[src/hpm_map.svh]
`ifndef HPM_MAP_SVH
`define HPM_MAP_SVH
// ----------------------------------------------------------------------
// Register offsets
// ----------------------------------------------------------------------
`define HPM_PORT_AND_STRING_CONFIG   8'h08
`define HPM_FIXED_DEVICE_PORT_MASK   8'h09
`define HPM_SELF_POWERED_OFF_MASK    8'h0a
`define HPM_BUS_POWERED_OFF_MASK     8'h0b
`define HPM_REMAP_PORT_MAP           8'h0c
`define HPM_REMAP_PORT_OFF           8'h0d
`define HPM_PORT_STATUS              8'h0e
// ----------------------------------------------------------------------
// Field positions and masks
// ----------------------------------------------------------------------
`define HPM_STRING_EN_BIT            0
`define HPM_PORT_NUMBERING_BIT       3
`define HPM_CONFIG_WRITE_MASK        8'h09
`define HPM_PORT_MASK                8'h0e
// ----------------------------------------------------------------------
// Reset values
// ----------------------------------------------------------------------
`define HPM_CONFIG_RESET             8'h00
`define HPM_FIXED_RESET              8'h00
`define HPM_SELF_OFF_RESET           8'h00
`define HPM_BUS_OFF_RESET            8'h00
`define HPM_REMAP_MAP_RESET          8'h00
`define HPM_REMAP_OFF_RESET          8'h00
`endif

[src/hpm_pkg.sv]
package hpm_pkg;
  // Numbering method selected by the config register
  typedef enum logic [1:0] {
    HPM_STANDARD = 2'b01,
    HPM_REMAP    = 2'b10
  } hpm_mode_type;
  // Logical port number, 0 means not presented
  typedef logic [1:0] hpm_port_num_type;
endpackage : hpm_pkg

[src/hpm_config.sv]
`timescale 1ns/100ps
`include "hpm_map.svh"
//
// Contract
// - Bit 3 of the port and string config register selects numbering and disabling.
// - In standard mode port n shows as n and higher ports shift down past disabled ones.
// - In re-map mode numbering and disabling come from the re-map registers only.
// - Bit 0 of the port and string config register enables string descriptors.
// - Bits 1 to 3 of the fixed device mask mark ports 1 to 3 non-removable.
// - Self-powered in standard mode, a 1 in the self-powered mask disables that port.
// - Any set of disabled ports is legal and the port count equals the enabled ports.
// - In standard mode remaining active ports are reordered so the hub still works toward the host.
// - Bus-powered in standard mode, the bus-powered mask disables ports likewise.
module hpm_config #(
  parameter int PORTS = 3
) (
  // Clock and reset
  input  wire logic              clock,
  input  wire logic              reset_n,
  // Register port
  input  wire logic [7:0]        reg_addr,
  input  wire logic [7:0]        reg_wdata,
  input  wire logic              reg_write,
  input  wire logic              reg_read,
  output logic      [7:0]        reg_rdata,
  // Power source, high when self-powered
  input  wire logic              self_powered,
  // Hub configuration outputs
  output hpm_pkg::hpm_mode_type  numbering_mode,
  output logic                   string_enable,
  output logic      [PORTS:1]    port_enabled,
  output logic      [PORTS:1]    fixed_device_ports,
  output logic      [2:0]        port_count,
  output logic      [5:0]        logical_port_map
);
  import hpm_pkg::*;

  // --------------------------------------------------------------------
  // Register storage
  // --------------------------------------------------------------------
  logic [7:0] port_and_string_config;
  logic [7:0] fixed_device_port_mask;
  logic [7:0] self_powered_port_off_mask;
  logic [7:0] bus_powered_port_off_mask;
  logic [7:0] remap_port_map;
  logic [7:0] remap_port_off;

  // Count of set bits in a port vector
  function automatic logic [2:0] hpm_count(input logic [3:1] v);
    hpm_count = {2'b00, v[1]} + {2'b00, v[2]} + {2'b00, v[3]};
  endfunction : hpm_count

  // Register writes; reserved bits never stored
  always_ff @(posedge clock or negedge reset_n) begin
    if (!reset_n) begin
      port_and_string_config     <= `HPM_CONFIG_RESET;
      fixed_device_port_mask     <= `HPM_FIXED_RESET;
      self_powered_port_off_mask <= `HPM_SELF_OFF_RESET;
      bus_powered_port_off_mask  <= `HPM_BUS_OFF_RESET;
      remap_port_map             <= `HPM_REMAP_MAP_RESET;
      remap_port_off             <= `HPM_REMAP_OFF_RESET;
    end else if (reg_write) begin
      case (reg_addr)
        `HPM_PORT_AND_STRING_CONFIG: port_and_string_config <=
          reg_wdata & `HPM_CONFIG_WRITE_MASK;
        `HPM_FIXED_DEVICE_PORT_MASK: fixed_device_port_mask <=
          reg_wdata & `HPM_PORT_MASK;
        `HPM_SELF_POWERED_OFF_MASK: self_powered_port_off_mask <=
          reg_wdata & `HPM_PORT_MASK;
        `HPM_BUS_POWERED_OFF_MASK: bus_powered_port_off_mask <=
          reg_wdata & `HPM_PORT_MASK;
        `HPM_REMAP_PORT_MAP: remap_port_map <= {2'b00, reg_wdata[5:0]};
        `HPM_REMAP_PORT_OFF: remap_port_off <= reg_wdata & `HPM_PORT_MASK;
        default: begin
        end
      endcase
    end
  end

  // --------------------------------------------------------------------
  // Port numbering
  // --------------------------------------------------------------------
  logic [3:1] next_enabled;
  logic [5:0] next_map;
  logic [2:0] next_count;
  logic       remap_sel;

  assign remap_sel = port_and_string_config[`HPM_PORT_NUMBERING_BIT];

  // Select disable source and map; build the contiguous map in standard mode only
  always_comb begin
    logic [1:0] slot;
    slot = 2'd0;
    next_map = 6'h00;
    if (remap_sel) begin
      next_enabled = ~remap_port_off[3:1];
      next_map = remap_port_map[5:0];
    end else begin
      if (self_powered)
        next_enabled = ~self_powered_port_off_mask[3:1];
      else
        next_enabled = ~bus_powered_port_off_mask[3:1];
      for (int i = 1; i <= 3; i++) begin
        if (next_enabled[i]) begin
          slot = slot + 2'd1;
          next_map[2*i-2 +: 2] = slot;
        end
      end
    end
    next_count = hpm_count(next_enabled);
  end

  // Registered configuration outputs
  always_ff @(posedge clock or negedge reset_n) begin
    if (!reset_n) begin
      numbering_mode     <= HPM_STANDARD;
      string_enable      <= 1'b0;
      port_enabled       <= '0;
      fixed_device_ports <= '0;
      port_count         <= 3'd0;
      logical_port_map   <= 6'h00;
    end else begin
      numbering_mode     <= remap_sel ? HPM_REMAP : HPM_STANDARD;
      string_enable      <=
        port_and_string_config[`HPM_STRING_EN_BIT];
      port_enabled       <= next_enabled[PORTS:1];
      fixed_device_ports <= fixed_device_port_mask[PORTS:1];
      port_count         <= next_count;
      logical_port_map   <= next_map;
    end
  end

  // --------------------------------------------------------------------
  // Register read, data one cycle after strobe
  // --------------------------------------------------------------------
  always_ff @(posedge clock or negedge reset_n) begin
    if (!reset_n) begin
      reg_rdata <= 8'h00;
    end else if (reg_read) begin
      case (reg_addr)
        `HPM_PORT_AND_STRING_CONFIG: reg_rdata <= port_and_string_config;
        `HPM_FIXED_DEVICE_PORT_MASK: reg_rdata <= fixed_device_port_mask;
        `HPM_SELF_POWERED_OFF_MASK:  reg_rdata <= self_powered_port_off_mask;
        `HPM_BUS_POWERED_OFF_MASK:   reg_rdata <= bus_powered_port_off_mask;
        `HPM_REMAP_PORT_MAP:         reg_rdata <= remap_port_map;
        `HPM_REMAP_PORT_OFF:         reg_rdata <= remap_port_off;
        `HPM_PORT_STATUS:            reg_rdata <= {1'b0, port_count,
                                                   port_enabled, 1'b0};
        default:                     reg_rdata <= 8'h00;
      endcase
    end else begin
      reg_rdata <= 8'h00;
    end
  end

  // --------------------------------------------------------------------
  // Assertions
  // --------------------------------------------------------------------
  // Each check but a_reserved_zero starts on a sampled high reset_n, so the first edge
  // after release, where outputs still hold reset values, is skipped
  a_count_matches: assert property (
    @(posedge clock) disable iff (!reset_n)
    reset_n |=> port_count == hpm_count($past(next_enabled)))
    else $error("port count differs from enabled ports");
  a_self_disable: assert property (
    @(posedge clock) disable iff (!reset_n)
    reset_n && !remap_sel && self_powered |=>
    port_enabled == ~$past(self_powered_port_off_mask[3:1]))
    else $error("self-powered mask not applied");
  a_bus_disable: assert property (
    @(posedge clock) disable iff (!reset_n)
    reset_n && !remap_sel && !self_powered |=>
    port_enabled == ~$past(bus_powered_port_off_mask[3:1]))
    else $error("bus-powered mask not applied");
  a_remap_source: assert property (
    @(posedge clock) disable iff (!reset_n)
    reset_n && remap_sel |=> port_enabled == ~$past(remap_port_off[3:1]))
    else $error("re-map mode used wrong mask");
  a_remap_map: assert property (
    @(posedge clock) disable iff (!reset_n)
    reset_n && remap_sel |=> logical_port_map == $past(remap_port_map[5:0]))
    else $error("re-map mode used wrong port numbers");
  a_mode_bit: assert property (
    @(posedge clock) disable iff (!reset_n)
    reset_n |=> (numbering_mode == HPM_REMAP) == $past(remap_sel))
    else $error("numbering mode does not follow bit 3");
  a_string_bit: assert property (
    @(posedge clock) disable iff (!reset_n)
    reset_n && reg_write && reg_addr == `HPM_PORT_AND_STRING_CONFIG |->
    ##2 string_enable == $past(reg_wdata[0], 2))
    else $error("string enable does not follow bit 0");
  a_fixed_ports: assert property (
    @(posedge clock) disable iff (!reset_n)
    reset_n && reg_write && reg_addr == `HPM_FIXED_DEVICE_PORT_MASK |->
    ##2 fixed_device_ports == $past(reg_wdata[3:1], 2))
    else $error("fixed device ports wrong");
  a_first_slot: assert property (
    @(posedge clock) disable iff (!reset_n)
    reset_n && !remap_sel && next_enabled[1] |=>
    logical_port_map[1:0] == 2'd1)
    else $error("enabled port 1 not mapped to 1");
  a_off_unmapped: assert property (
    @(posedge clock) disable iff (!reset_n)
    reset_n && !remap_sel && !next_enabled[2] |=>
    logical_port_map[3:2] == 2'd0)
    else $error("disabled port 2 still numbered");
  a_last_slot: assert property (
    @(posedge clock) disable iff (!reset_n)
    reset_n && !remap_sel && next_enabled == 3'b111 |=>
    logical_port_map[5:4] == 2'd3)
    else $error("port 3 not numbered 3 with all ports on");
  a_reserved_zero: assert property (
    @(posedge clock) disable iff (!reset_n)
    (port_and_string_config[7:4] == 4'h0) &&
    (port_and_string_config[2:1] == 2'b00) &&
    (self_powered_port_off_mask[0] == 1'b0))
    else $error("reserved bit stored");
  a_reserved_read: assert property (
    @(posedge clock) disable iff (!reset_n)
    reset_n && reg_read && reg_addr == `HPM_PORT_AND_STRING_CONFIG |=>
    (reg_rdata & ~`HPM_CONFIG_WRITE_MASK) == 8'h00)
    else $error("reserved config bits read nonzero");
  // Main scenarios
  c_remap_mode: cover property (@(posedge clock) remap_sel);
  c_all_off: cover property (@(posedge clock) port_count == 3'd0);
  c_middle_off: cover property (@(posedge clock)
    !remap_sel && next_enabled == 3'b101);
  c_status_read: cover property (@(posedge clock)
    reg_read && reg_addr == `HPM_PORT_STATUS);
endmodule : hpm_config

[config.mk]
export PLATFORM = sky130hd
export DESIGN_NAME = hpm_config
export DESIGN_NICKNAME = d
export VERILOG_FILES = /design/src/hpm_pkg.sv /design/src/hpm_config.sv
export VERILOG_INCLUDE_DIRS = /design/src
export SDC_FILE = /design/constraint.sdc
export NUM_CORES = 1
export LEC_CHECK = 0
export BUFFER_PORTS_ARGS = -buffer_cell sky130_fd_sc_hd__clkbuf_2
export CORE_ASPECT_RATIO = 1.1
export CORE_MARGIN = 1
export CORE_UTILIZATION = 55
export CTS_BUF_LIST = sky130_fd_sc_hd__clkbuf_4 sky130_fd_sc_hd__clkbuf_8 sky130_fd_sc_hd__clkbuf_16
export DETAILED_ROUTE_END_ITERATION = 8
export PLACE_DENSITY = 0.83
export SYNTH_ARGS = -nofsm -noshare
export SYNTH_HDL_FRONTEND = slang
export SYNTH_SLANG_ARGS = --single-unit
[constraint.sdc]
create_clock -name clock -period 2.9 [get_ports clock]
set_input_delay 0.29 -clock clock [delete_from_list [all_inputs] [get_ports clock]]
set_output_delay 0.29 -clock clock [all_outputs]
set_load 0.02 [all_outputs]
---- Word level (Yosys, flattened, before mapping) ----
Cells that the tools add are included.
storage, ports and cells
  flip-flop bits (word level) ............. 46
  bits of input ports ..................... 21
  logic and storage cells ................. 46
  output and inout port bits .............. 26
cells by class
  multiplexer cells ....................... 13
  add/sub/neg operators ................... 4
  bitwise operators ....................... 3
  eq/ne operators ......................... 7
  reductions and logical operators ........ 6
operators with widths
  operator                                        count
  == test 8 x 4 -> 1 bit (second input constant)  7
  one-hot mux 7 bit (7 select lines)              1
  2-to-1 mux 2 bit                                6
  AND reduction 2 bit                             6
  2-to-1 mux 3 bit                                3
  inverter 3 bit                                  3
  2-to-1 mux 8 bit                                1
  2-to-1 mux 6 bit                                1
  adder 2 x 1 -> 2 bit (second input constant)    2
  adder 2 x 1 -> 3 bit                            1
  adder 1 x 1 -> 2 bit                            1
  2-to-1 mux 1 bit                                1

---- Depth between registers and ports, before layout ----
Gate-level depths: netlist of the first run.
  word-level depth ........................ 11
  mapped depth ............................ 5
  gate-level depth less buffers ........... 5

---- Least setup slack after synthesis of the first run ----
OpenSTA, ideal clock, no wires.
  path type ............................... reg2reg
  start ................................... reg self_powered_port_off_mask[2]
  end ..................................... reg port_count[0]
  stages on the path, launching flop included .. 6
  arrival ................................. 1425 ps
  required time ........................... 2786 ps
  clock period less this slack ............ 1539 ps
  setup time .............................. 114 ps
  setup slack ............................. 1361 ps
  buffers on the path ..................... 0
  cell sequence ........................... dfrtp_1 -> mux2_2 -> mux2i_1 -> inv_1 -> fa_1 -> inv_1
on the way
  longest elaborated chain between the ends .. 6
ends and longest elaborated chain
  item                              line               source
  from (decl)                       hpm_config.sv:43   logic [7:0] self_powered_port_off_mask;
  from (signal assigned)            hpm_config.sv:58   self_powered_port_off_mask <= `HPM_SELF_OFF_RESET;
  from (signal assigned)            hpm_config.sv:68   `HPM_SELF_POWERED_OFF_MASK: self_powered_port_off_mask <=
  inverter 3 bit                    hpm_config.sv:100  next_enabled = ~self_powered_port_off_mask[3:1];
  2-to-1 mux 3 bit                  hpm_config.sv:99   if (self_powered)
  2-to-1 mux 3 bit (2 in series)    hpm_config.sv:95   if (remap_sel) begin
  named net next_enabled (one bit)  hpm_config.sv:83   logic [3:1] next_enabled;
  adder 1 x 1 -> 2 bit              hpm_config.sv:50   hpm_count = {2'b00, v[1]} + {2'b00, v[2]} + {2'b00, v[3]};
  adder 2 x 1 -> 3 bit              hpm_config.sv:50
  named net next_count[0]           hpm_config.sv:85   logic [2:0] next_count;
  to (signal assigned)              hpm_config.sv:128  port_count <= next_count;
  to (decl)                         hpm_config.sv:33   output logic [2:0] port_count,
The timed path passes the listed nets, and every way through them passes these cells. The select of a mux whose other input is x is not followed.
A chain may end at the register's enable or synchronous reset.

---- Final worst setup path of the first run ----
  start ................................... reg port_and_string_config[3]
  end ..................................... reg port_count[0]
on the way
  longest elaborated chain between the ends .. 3
ends and longest elaborated chain
  item                              line              source
  from (decl)                       hpm_config.sv:41  logic [7:0] port_and_string_config;
  from (signal assigned)            hpm_config.sv:56  port_and_string_config <= `HPM_CONFIG_RESET;
  from (signal assigned)            hpm_config.sv:64  `HPM_PORT_AND_STRING_CONFIG: port_and_string_config <=
  2-to-1 mux 3 bit                  hpm_config.sv:95
  named net next_enabled (one bit)  hpm_config.sv:83
  adder 1 x 1 -> 2 bit              hpm_config.sv:50
  adder 2 x 1 -> 3 bit              hpm_config.sv:50
  named net next_count[0]           hpm_config.sv:85
The timed path passes the listed nets, and every way through them passes these cells.

==> impl_results.md, run 1 <==
* Most common cell after layout, fill and taps aside: dfrtp_1
* Pwr/cell area at 495 mW/mm^2
* Max Cap Violations at 0
* H-tree lvl count at 2
* CP required at 3.16 ns
* Clock latency on the worst-skew pair at 0.36 ns
* M1 WL at 1450 um
* DR vias/cell at 5.47
* WL/cell at 15.8 um
* GRT overflow at 0
* Final worst-path cycle share at 0.646
* Final setup fails at 0
* # DRC at 0
* TritonCTS buffer count at 5
* Layout cells sized above 1 at 0.457
* Resize count post-CTS at 0
* Wire length on met3 at 228 um
* Final Max Tran Viols at 0
* Synth-to-layout area growth at 14.8%
* Rows at 22
* CP max stage delay at 0.66 ns
* Post-Syn Area per Cell at 13.6 um^2
* Die X-Extent at 58.4 um
* Final Total Pwr at 1.09 mW
* Total GRT Usage at 0.229
* Largest net degree at the start of global routing at 44
* Vias at 1279
* Die Footprint at 0.00374 mm^2
* Most frequent cells in the layout: 42 x dfrtp_1, 41 x clkbuf_2, 30 x mux2_2
* Cells along the critical path: inv_1 -> mux2i_1 -> inv_1 -> fa_1 -> inv_1
* Worst hold path type: primary input to asynchronous set/reset pin
* Cells after Synth at 142
* Antenna-violating nets left at 0
* Initial drt markers at 21
* Met2 WL at 1930 um
* Synth unique cells at 37
* Drt first pass iters at 4
* Most used cell, CP: inv_1
* Critical Path Slowest Stage Cell: dfrtp_1
* Initial antenna violation count at 0
* Final count of hold timing violations at 0
* Crit-path max FO at 15
* Core area at 0.00333 mm^2
* Starting density of the core at 0.578
* Util after Layout at 0.663
* Vias in the first global route at 1297
* Nature of the critical path endpoint: register
* Worst setup path category: register to register
* Final Non-Filler Cells at 234
* Post-CTS setup buffer count at 0
* YS warnings at 0
* Post-layout nets at 210
* HPWL Detailed at 2700 um
* DR top layer: met4
* Ant. Diodes at 0
* Status: completed
* CTS root buf: clkbuf_4
* CTS tree: built
* Leak at 1.12 nW
* Final clock skew at 0.0111 ns
* Clk sinks at 43
* GP Congestion at 0.948
* Die height at 64.0 um
* Fmax at 534 MHz
* Overall routed net length at 3690 um
* Mapped Area at 0.00192 mm^2
* Buf+Inv Stages, Crit Path at 3
* Clk pin slew, worst setup/hold paths at 0.12 ns
* Top Ports at 47
* IO Port Bufs at 41
* Worst-Margin Slew at 1.04 ns
* Hold_buf cts at 0
* Inst Count DP at 226
* Maximum vdd drop at 291 uV
* Fin Setup TNS at 0 ns
* Crit path time final at 1.87 ns
* Seq/Total Area, Yosys at 0.560
* Unrepaired setup endpoints after global routing: false
* Global-route wire length before repair at 6220 um
* Crit path DAT at 2.14 ns
* Synth Register Bits at 43
* Clock buffer depth at 2
* Relative slew slack at 0.304
* Critical Path Source Type: register
* Crit path max-delay family: flip-flops
## Yosys cell counts
library cell | n | area, um^2
nor2b_1 | 2 | 12.5
a31oi_1 | 1 | 6.26
nor4b_4 | 1 | 23.8
a211oi_1 | 1 | 7.51
nor3b_4 | 1 | 18.8
and4_2 | 1 | 10.0
a21oi_1 | 1 | 5.00
buf_2 | 1 | 5.00
clkbuf_1 | 1 | 3.75
a221oi_1 | 2 | 17.5
dfstp_2 | 1 | 26.3
buf_4 | 5 | 37.5
or2_2 | 1 | 6.26
conb_1 | 1 | 3.75
fa_1 | 1 | 20.0
a22oi_1 | 1 | 7.51
and4b_1 | 1 | 10.0
nand2_1 | 4 | 15.0
nand2b_1 | 1 | 6.26
nand3_2 | 1 | 10.0
mux2i_1 | 7 | 70.1
and2b_1 | 2 | 15.0
ha_1 | 3 | 37.5
nand3_1 | 1 | 5.00
nor4_1 | 1 | 6.26
nand4_1 | 4 | 25.0
nor2_1 | 3 | 11.3
o21a_1 | 1 | 7.51
a21o_1 | 2 | 15.0
mux2_2 | 30 | 338
dfrtp_1 | 42 | 1050
o31ai_1 | 2 | 15.0
inv_1 | 8 | 30.0
a311oi_1 | 1 | 8.76
nand4b_1 | 1 | 8.76
and2_1 | 2 | 12.5
nor3_1 | 3 | 15.0
## report_power, final
group          switching (mW)  internal [mW]
Clock                   0.181          0.113
Combinational          0.0905         0.0599
Sequential             0.0188          0.631
Total                   0.290          0.804
## metal layers
layer | vias to the layer above | track usage
li1 | 587 | -
met2 | 49 | 0.378
met5 | - | 0
met1 | 633 | 0.271
met4 | 0 | 0.0923
met3 | 10 | 0.0789
## sequential cells by signal, summed over array words and instances (netlist names)
signal	flops
logical_port_map	6
reg_rdata	6
remap_port_map	6
bus_powered_port_off_mask	3
fixed_device_port_mask	3
fixed_device_ports	3
port_enabled	3
remap_port_off	3
self_powered_port_off_mask	3
numbering_mode	2
port_and_string_config	2
port_count	2
string_enable	1
## path summary, 6_finish.rpt
kind | slack (ns) | start | depth (start not counted) | to
worst max-delay path | 1.03 | port_and_string_config[3] | 5 | port_count[0]
worst min-delay path | 0.10 | reset_n | 1 | port_enabled[3]
worst max register to register | 1.03 | port_and_string_config[3] | 5 | port_count[0]
worst min register to register | 0.40 | fixed_device_port_mask[1] | 0 | fixed_device_ports[1]
max in group asynchronous | 2.16 | reset_n | 1 | remap_port_map[0]
min in group clock | 0.15 | reg_wdata[4] | 2 | remap_port_map[4]
## area by class of cell
| class | count | area, um^2 |
|---|---|---|
| fill | 242 | 1120 |
| sequential | 43 | 1080 |
| multi-input combinational | 86 | 778 |
| timing repair buffer | 41 | 205 |
| tap | 48 | 60.1 |
| clock buffer | 7 | 52.6 |
| inverter | 8 | 30.0 |
| clock inverter | 1 | 5.00 |
## through the flow
step / setup WS [ns] / instance area, um^2 / hold slack [ns]
finish: 1.03 / 2210 / 0.102
global route: 0.903 / 2210 / 0.146
CTS: 1.04 / 2210 / 0.128
detailed placement: 1.06 / 2150 / 0.380
global placement: 1.14 / 2150 / 0.379
floorplan: 1.36 / 1930 / -0.00559
## cells by family after synthesis
| family | after synthesis | synth area share |
|---|---|---|
| AND/OR/NAND/NOR | 30 | 0.110 |
| other | 1 | 0.00195 |
| flip-flops | 43 | 0.560 |
| multiplexers | 37 | 0.212 |
| adder cells (fa/ha/maj) | 4 | 0.0299 |
| AO/OA/AOI/OAI | 12 | 0.0468 |
| buffers and inverters | 15 | 0.0397 |
(Power assumes the default switching activity.)
==> run 2: changes to the inputs <==
Settings changed: ABC_AREA from default to 1, CORE_UTILIZATION 55 to 48, PLACE_DENSITY 0.83 to 0.76.
Clock period 2.9 ns to 1.6 ns, I/O delays scaled along.
==> run 2 against run 1 <==
  * Sequential share of layout area decreased by 5.1 points
  * Global-route usage fell by 0.95 points
  * Largest cell class unchanged
  * Utilization fell by 4.1 points
  * Via count grew 27%
  * Critical path depth up 2
==> impl_results.md, run 2 <==
* Initial antenna violation count at 0 (unchanged)
* Starting density of the core at 0.502 (-0.0756)
* Fmax at 630 MHz (+18%)
* Pwr/cell area at 899 mW/mm^2 (+81%)
* Overall routed net length at 4360 um (+18%)
* Reg2reg start: self_powered_port_off_mask[1]
* Worst hold path startpoint: reg_wdata[4]
* Worst Slack Setup Final at 0.0138 ns (-1.01 ns)
* CTS root buf: clkbuf_8
* GRT overflow at 0 (unchanged)
* DP Worst Slack at -0.0189 ns (-1.08 ns)
* Leading registers by flop count: logical_port_map x6, reg_rdata x6, remap_port_map x6
* Crit path DAT at 1.79 ns (-0.35 ns)
* YS warnings at 0 (unchanged)
* Register area at 0.00108 mm^2 (unchanged)
* Clock latency on the worst-skew pair at 0.31 ns (-0.05 ns)
* FF-to-FF path depth at 7 (+2)
* EDFF count, synth at 0 (unchanged)
* Die X-Extent at 63.4 um (+8.6%)
* HPWL Detailed at 3080 um (+14%)
* Post-Syn Area per Cell at 9.09 um^2 (-33%)
* Comb power frac at 0.144 (+0.007)
* Core area at 0.00396 mm^2 (+19%)
* Clk sinks at 43 (unchanged)
* TritonCTS buffer count at 5 (unchanged)
* Nature of the critical path endpoint: register
* Critical Path Source Type: register
* DR vias/cell at 4.88 (-11%)
* Wire length on met3 at 222 um (-2.6%)
* P_sw at 0.622 mW (+110%)
* Worst setup path category: register to register
* Multi-input gate area in the final layout at 773 um^2 (-0.64%)
* Leak at 1.29 nW (+15%)
* Final setup fails at 0 (unchanged)
* GP Congestion at 0.835 (-12%)
* Yosys top cell area share at 0.528 (-0.0182)
* Crit path time final at 1.59 ns (-0.286 ns)
* Post-layout nets at 306 (+46%)
* Final worst-path cycle share at 0.991 (+0.346)
* Maximum vdd drop at 427 uV (+46%)
* Cells after Synth at 219 (+54%)
* Met2 WL at 2220 um (+15%)
* Global-route wire length before repair at 7360 um (+18%)
* Largest net degree at the start of global routing at 44 (unchanged)
* Internal at 1.59 mW (+98%)
* Fin Setup TNS at 0 ns (unchanged)
* Status: completed
* Most frequent cells in the layout: 50 x nand2_1, 42 x dfrtp_1, 41 x clkbuf_2
* CTS tree: built
* Vias at 1630 (+27%)
* R2R setup slack at 0.01 ns (-1.01 ns)
* Vias in the first global route at 1586 (+22%)
* DR top layer: met4
* Drt first pass iters at 4 (unchanged)
* Clk network pwr share at 0.316 (+0.047)
* CP required at 1.81 ns (-1.35 ns)
* Seq/Total Area, Yosys at 0.541 (-0.0186)
* Synth-to-layout area growth at 23.8%
* Final count of hold timing violations at 0 (unchanged)
* Unrepaired setup endpoints after global routing: true
* Final Total Pwr at 2.22 mW (+100%)
* Top Ports at 47 (unchanged)
* Critical R2R Capture: port_count[0]
* Worst hold path type: primary input to register
* Initial drt markers at 80 (+280%)
* Rows at 24 (+9.1%)
* Synth cell count leaders: 51 x nand2_1, 42 x dfrtp_1, 26 x nand3_1, 17 x inv_1, 12 x nor2_1
* Switching power share of the total at 0.281 (+0.0156)
* Final Max Tran Viols at 0 (unchanged)
* Antenna-violating nets left at 0 (unchanged)
* Synth Register Bits at 43 (unchanged)
* Clock buffer depth at 2 (unchanged)
* IO Port Bufs at 41 (unchanged)
* Fillers at 347 (+43%)
* Total GRT Usage at 0.220 (-0.00945)
* Yosys top cell by area: dfrtp_1
* # DRC at 0 (unchanged)
* Flop pwr share at 0.540 (-0.054)
* Share of synthesized registers carrying an async set or reset at 1.00 (unchanged)
* Layout cells sized above 1 at 0.355 (-0.102)
* Synth unique cells at 28 (-24%)
* Die height at 69.5 um (+8.6%)
* Count leader, synth: nand2_1
* Main flop type after synthesis: dfrtp_1
* Max Cap Violations at 0 (unchanged)
* Crit-path max FO at 2 (-13)
* Worst Hold Path EP: remap_port_map[4]
* Synth area leaders: dfrtp_1 53%, nand2_1 9.6%, nand3_1 6.5%
* Final clock skew at 0.0123 ns (+0.00117 ns)
* Min-Delay Path Depth at 3
* WL/cell at 13.0 um (-17%)
* M1 WL at 1840 um (+27%)
* Mapped Area at 0.00199 mm^2 (+3.4%)
* Clk pin slew, worst setup/hold paths at 0.08 ns (-0.04 ns)
* Ant. Diodes at 0 (unchanged)
* H-tree lvl count at 2 (unchanged)
* Most common cell after layout, fill and taps aside: nand2_1
* Die Footprint at 0.00441 mm^2 (+18%)
-- run 2: cell count changes after synthesis, moves of 5 or more --
cell | before | now
inv_2 | 0 | 11
nand3_1 | 1 | 26
mux2i_1 | 7 | 0
inv_1 | 8 | 17
nor2_1 | 3 | 12
nand2_1 | 4 | 51
o21ai_1 | 0 | 11
mux2_2 | 30 | 0
o21ai_0 | 0 | 5
-- run 2: how the worst max path moves through the flow --
stage / to / slack [ns] / start
4_1_cts: port_count[0] / 0.009 / self_powered_port_off_mask[1]
3_3_place_gp: port_count[0] / 0.03 / self_powered_port_off_mask[2]
5_1_grt: port_count[0] / -0.05 / self_powered_port_off_mask[1]
6_report: port_count[0] / 0.01 / self_powered_port_off_mask[1]
2_1_floorplan: port_count[0] / 0.03 / self_powered_port_off_mask[2]
3_5_place_dp: port_count[0] / -0.02 / self_powered_port_off_mask[2]
-- run 2: power by group through the flow --
| stage | combinational, mW | sequential (mW) | clock, mW |
|---|---|---|---|
| 2_1_floorplan | 0.126 | 1.25 | 0 |
| 3_3_place_gp | 0.287 | 1.22 | 0 |
| 3_5_place_dp | 0.294 | 1.22 | 0 |
| 4_1_cts | 0.314 | 1.20 | 0.711 |
| 5_1_grt | 0.355 | 1.20 | 0.752 |
| 6_report | 0.320 | 1.20 | 0.700 |
-- run 2: cells by family after synthesis --
family | Yosys count | share of synthesized area
and+or+nand+nor | 107 | 0.260
AOI/OAI and AO/OA | 30 | 0.0911
other | 1 | 0.00188
adders and majority gates | 4 | 0.0289
buffers and inverters | 34 | 0.0773
DFF | 43 | 0.541
-- run 2: metal layers --
layer  vias up  GRT usage
li1        813          -
met1       761      0.273
met2        50      0.369
met3         6     0.0493
met4         0     0.0833
met5         -          0
-- run 2: stage by stage --
step | area, um^2 | hold slack (ns) | cells | utilization
after floorplan | 2000 | -0.136 | 221 | -
after global placement | 2290 | 0.151 | 316 | 0.578
after detailed placement | 2290 | 0.155 | 316 | 0.578
after CTS | 2450 | 0.0767 | 333 | 0.618
after global routing | 2460 | 0.0833 | 334 | 0.622
final | 2460 | 0.0717 | 334 | 0.622
-- run 2: repair_timing --
action / 4_1_cts / 5_1_grt
hold buffers: 1 / 0
endpoints found under the setup margin: 1 / 1
resized for setup: 0 / 3
endpoints found under the hold margin: 42 / 0
pin swaps: 4 / 2
setup buffers: 8 / 1
-- run 2: critical path, cell delays in order, from the launching register on --
cell	delay, ns
dfrtp_1	0.38
or2_1	0.22
o21ai_2	0.09
nand2_2	0.10
o21ai_2	0.08
inv_2	0.05
fa_1	0.53
inv_1	0.04
-- run 2: area by class of cell --
class	instances	area share
Sequential cell	43	0.437
Inverter	28	0.0426
Clock buffer	6	0.0310
Clock inverter	2	0.00508
Multi-Input combinational cell	144	0.314
Tap cell	52	0.0264
Timing Repair Buffer	59	0.144
==> run 3: changes to the inputs <==
Settings changed: CORE_MARGIN 1 to default, CORE_UTILIZATION 48 to 40, PLACE_DENSITY 0.76 to 0.66.
==> run 3 against run 2 <==
  * Clock-buffer cell count fell by 1
  * Fmax is 1.4% higher
  * Register-to-register slack gained 0.02 ns
  * Utilization decreased by 11 points
  * Hold slack better by 0.0066 ns
  * First-iteration DRC count is 57% higher
  * Sequential power about the same
  * Sequential share of layout area is 0.68 points higher
  * Power down 1.0%
  * Largest cell class unchanged
==> impl_results.md, run 3 (synthesized netlist as in run 2, its figures left out) <==
* Initial drt markers at 126 (+57%)
* Clk sinks at 43 (unchanged)
* # DRC at 0 (unchanged)
* Worst-Margin Slew at 0.537 ns
* Die height at 76.0 um (+9.3%)
* Relative slew slack at 0.642
* Die X-Extent at 69.3 um (+9.2%)
* Top Ports at 47 (unchanged)
* Clock buffer depth at 2 (unchanged)
* Maximum vdd drop at 511 uV (+20%)
* Core area at 0.00472 mm^2 (+19%)
* Overall routed net length at 4170 um (-4.2%)
* Leak at 1.26 nW (-2.1%)
* Status: completed
* Max Cap Violations at 0 (unchanged)
* Most frequent cells in the layout: 50 x nand2_1, 41 x dfrtp_1, 41 x clkbuf_2
* DR vias/cell at 4.79 (-1.8%)
* Vias at 1600 (-1.8%)
* Critical Path Source Type: register
* Synth-to-layout area growth at 22.1%
* Util after Layout at 0.515 (-0.107)
* GP Congestion at 0.808 (-3.2%)
* Final clock skew at 0.00824 ns (-0.00406 ns)
* WL/cell at 12.5 um (-4.2%)
* IO Port Bufs at 41 (unchanged)
* CP required at 1.81 ns (about the same)
* Worst Slack Setup Final at 0.0361 ns (+0.0223 ns)
* Clk pin slew, worst setup/hold paths at 0.09 ns (about the same)
* HPWL Detailed at 3190 um (+3.7%)
* Clock latency on the worst-skew pair at 0.30 ns (about the same)
* H-tree lvl count at 2 (unchanged)
* Crit-path max FO at 2 (unchanged)
* Pwr/cell area at 902 mW/mm^2 (+0.39%)
* Leading registers by flop count: logical_port_map x6, reg_rdata x6, remap_port_map x6
* Ant. Diodes at 0 (unchanged)
* Rows at 26 (+8.3%)
* Final setup fails at 0 (unchanged)
* Worst hold path type: primary input to register
* Final Max Tran Viols at 0 (unchanged)
* Largest net degree at the start of global routing at 44 (unchanged)
* Crit path DAT at 1.77 ns (-0.02 ns)
* Worst setup path category: register to register
* CTS tree: built
* GRT overflow at 0 (unchanged)
* Crit path time final at 1.56 ns (-0.0223 ns)
* TritonCTS buffer count at 5 (unchanged)
* DP Worst Slack at -0.0345 ns (-0.0157 ns)
* Vias in the first global route at 1503 (-5.2%)
* Initial antenna violation count at 0 (unchanged)
* Layout cells sized above 1 at 0.342 (-0.0129)
* Final worst-path cycle share at 0.977 (-0.0140)
* Unrepaired setup endpoints after global routing: true
* Fmax at 639 MHz (+1.4%)
* Drt first pass iters at 4 (unchanged)
* Global-route wire length before repair at 7040 um (-4.3%)
* Post-layout nets at 302 (-1.3%)
* Fin Setup TNS at 0 ns (unchanged)
* Antenna-violating nets left at 0 (unchanged)
* Starting density of the core at 0.422 (-0.0802)
* Nature of the critical path endpoint: register
* Most common cell after layout, fill and taps aside: nand2_1
* Total GRT Usage at 0.171 (-0.0485)
* Die Footprint at 0.00526 mm^2 (+19%)
* Final count of hold timing violations at 0 (unchanged)
* CTS root buf: clkbuf_8
==> run 3: repair_timing <==
item	CTS	global route
hold buffers	1	0
gates resized for setup	0	3
endpoints found under the hold margin	42	0
buffers inserted	4	0
pin swaps	3	1
endpoints found under the setup margin	1	2
==> run 3: final timing paths <==
path,slack [ns],to,startpoint,cells after the start
setup / recovery,0.04,port_count[0],self_powered_port_off_mask[1],7
hold / removal,0.08,remap_port_map[5],reg_wdata[5],3
setup reg to reg,0.04,port_count[0],self_powered_port_off_mask[1],7
hold reg to reg,0.39,fixed_device_ports[3],fixed_device_port_mask[3],0
max in group asynchronous,0.75,port_and_string_config[3],reset_n,3
min in group asynchronous,0.46,fixed_device_port_mask[2],reset_n,3
==> run 3: per-layer routing <==
layer | GRT usage | wire [um] | vias to the layer above | share of wire
li1 | - | - | 809 | -
met1 | 0.215 | 1830 | 736 | 0.44
met2 | 0.287 | 2090 | 50 | 0.50
met3 | 0.0397 | 194 | 5 | 0.046
met4 | 0.0612 | 61 | 0 | 0.015
met5 | 0 | 0 | - | 0
==> run 3: power breakdown <==
part	internal (mW)	total, mW	switching, mW
Combinational	0.105	0.297	0.192
Sequential	1.15	1.20	0.0418
Clock	0.312	0.701	0.389
==> run 3: cell type report <==
cell class                 count  area (um^2)
tap                           56         70.1
clock inverter                 3         25.0
fill                         457         2290
clock buffer                   5         68.8
inverter                      28          105
multi-input combinational    144          769
timing repair buffer          55          313
sequential                    43         1080
==> run 3: worst max-delay path, stage by stage, from the launching register on <==
cell	delay, ns
dfrtp_1	0.38
or2_1	0.23
o21ai_2	0.09
nand2_2	0.08
o21ai_2	0.08
inv_2	0.05
fa_1	0.52
inv_1	0.03
==> run 3: stage by stage <==
stage               instances  power, mW  cell area, um^2  hold slack, ns
global route              334       2.31             2430          0.0770
detailed placement        321       1.51             2290           0.267
global placement          321       1.50             2290           0.261
CTS                       334       2.22             2430          0.0805
floorplan                 221       1.38             2000          -0.136
finish                    334       2.19             2430          0.0783
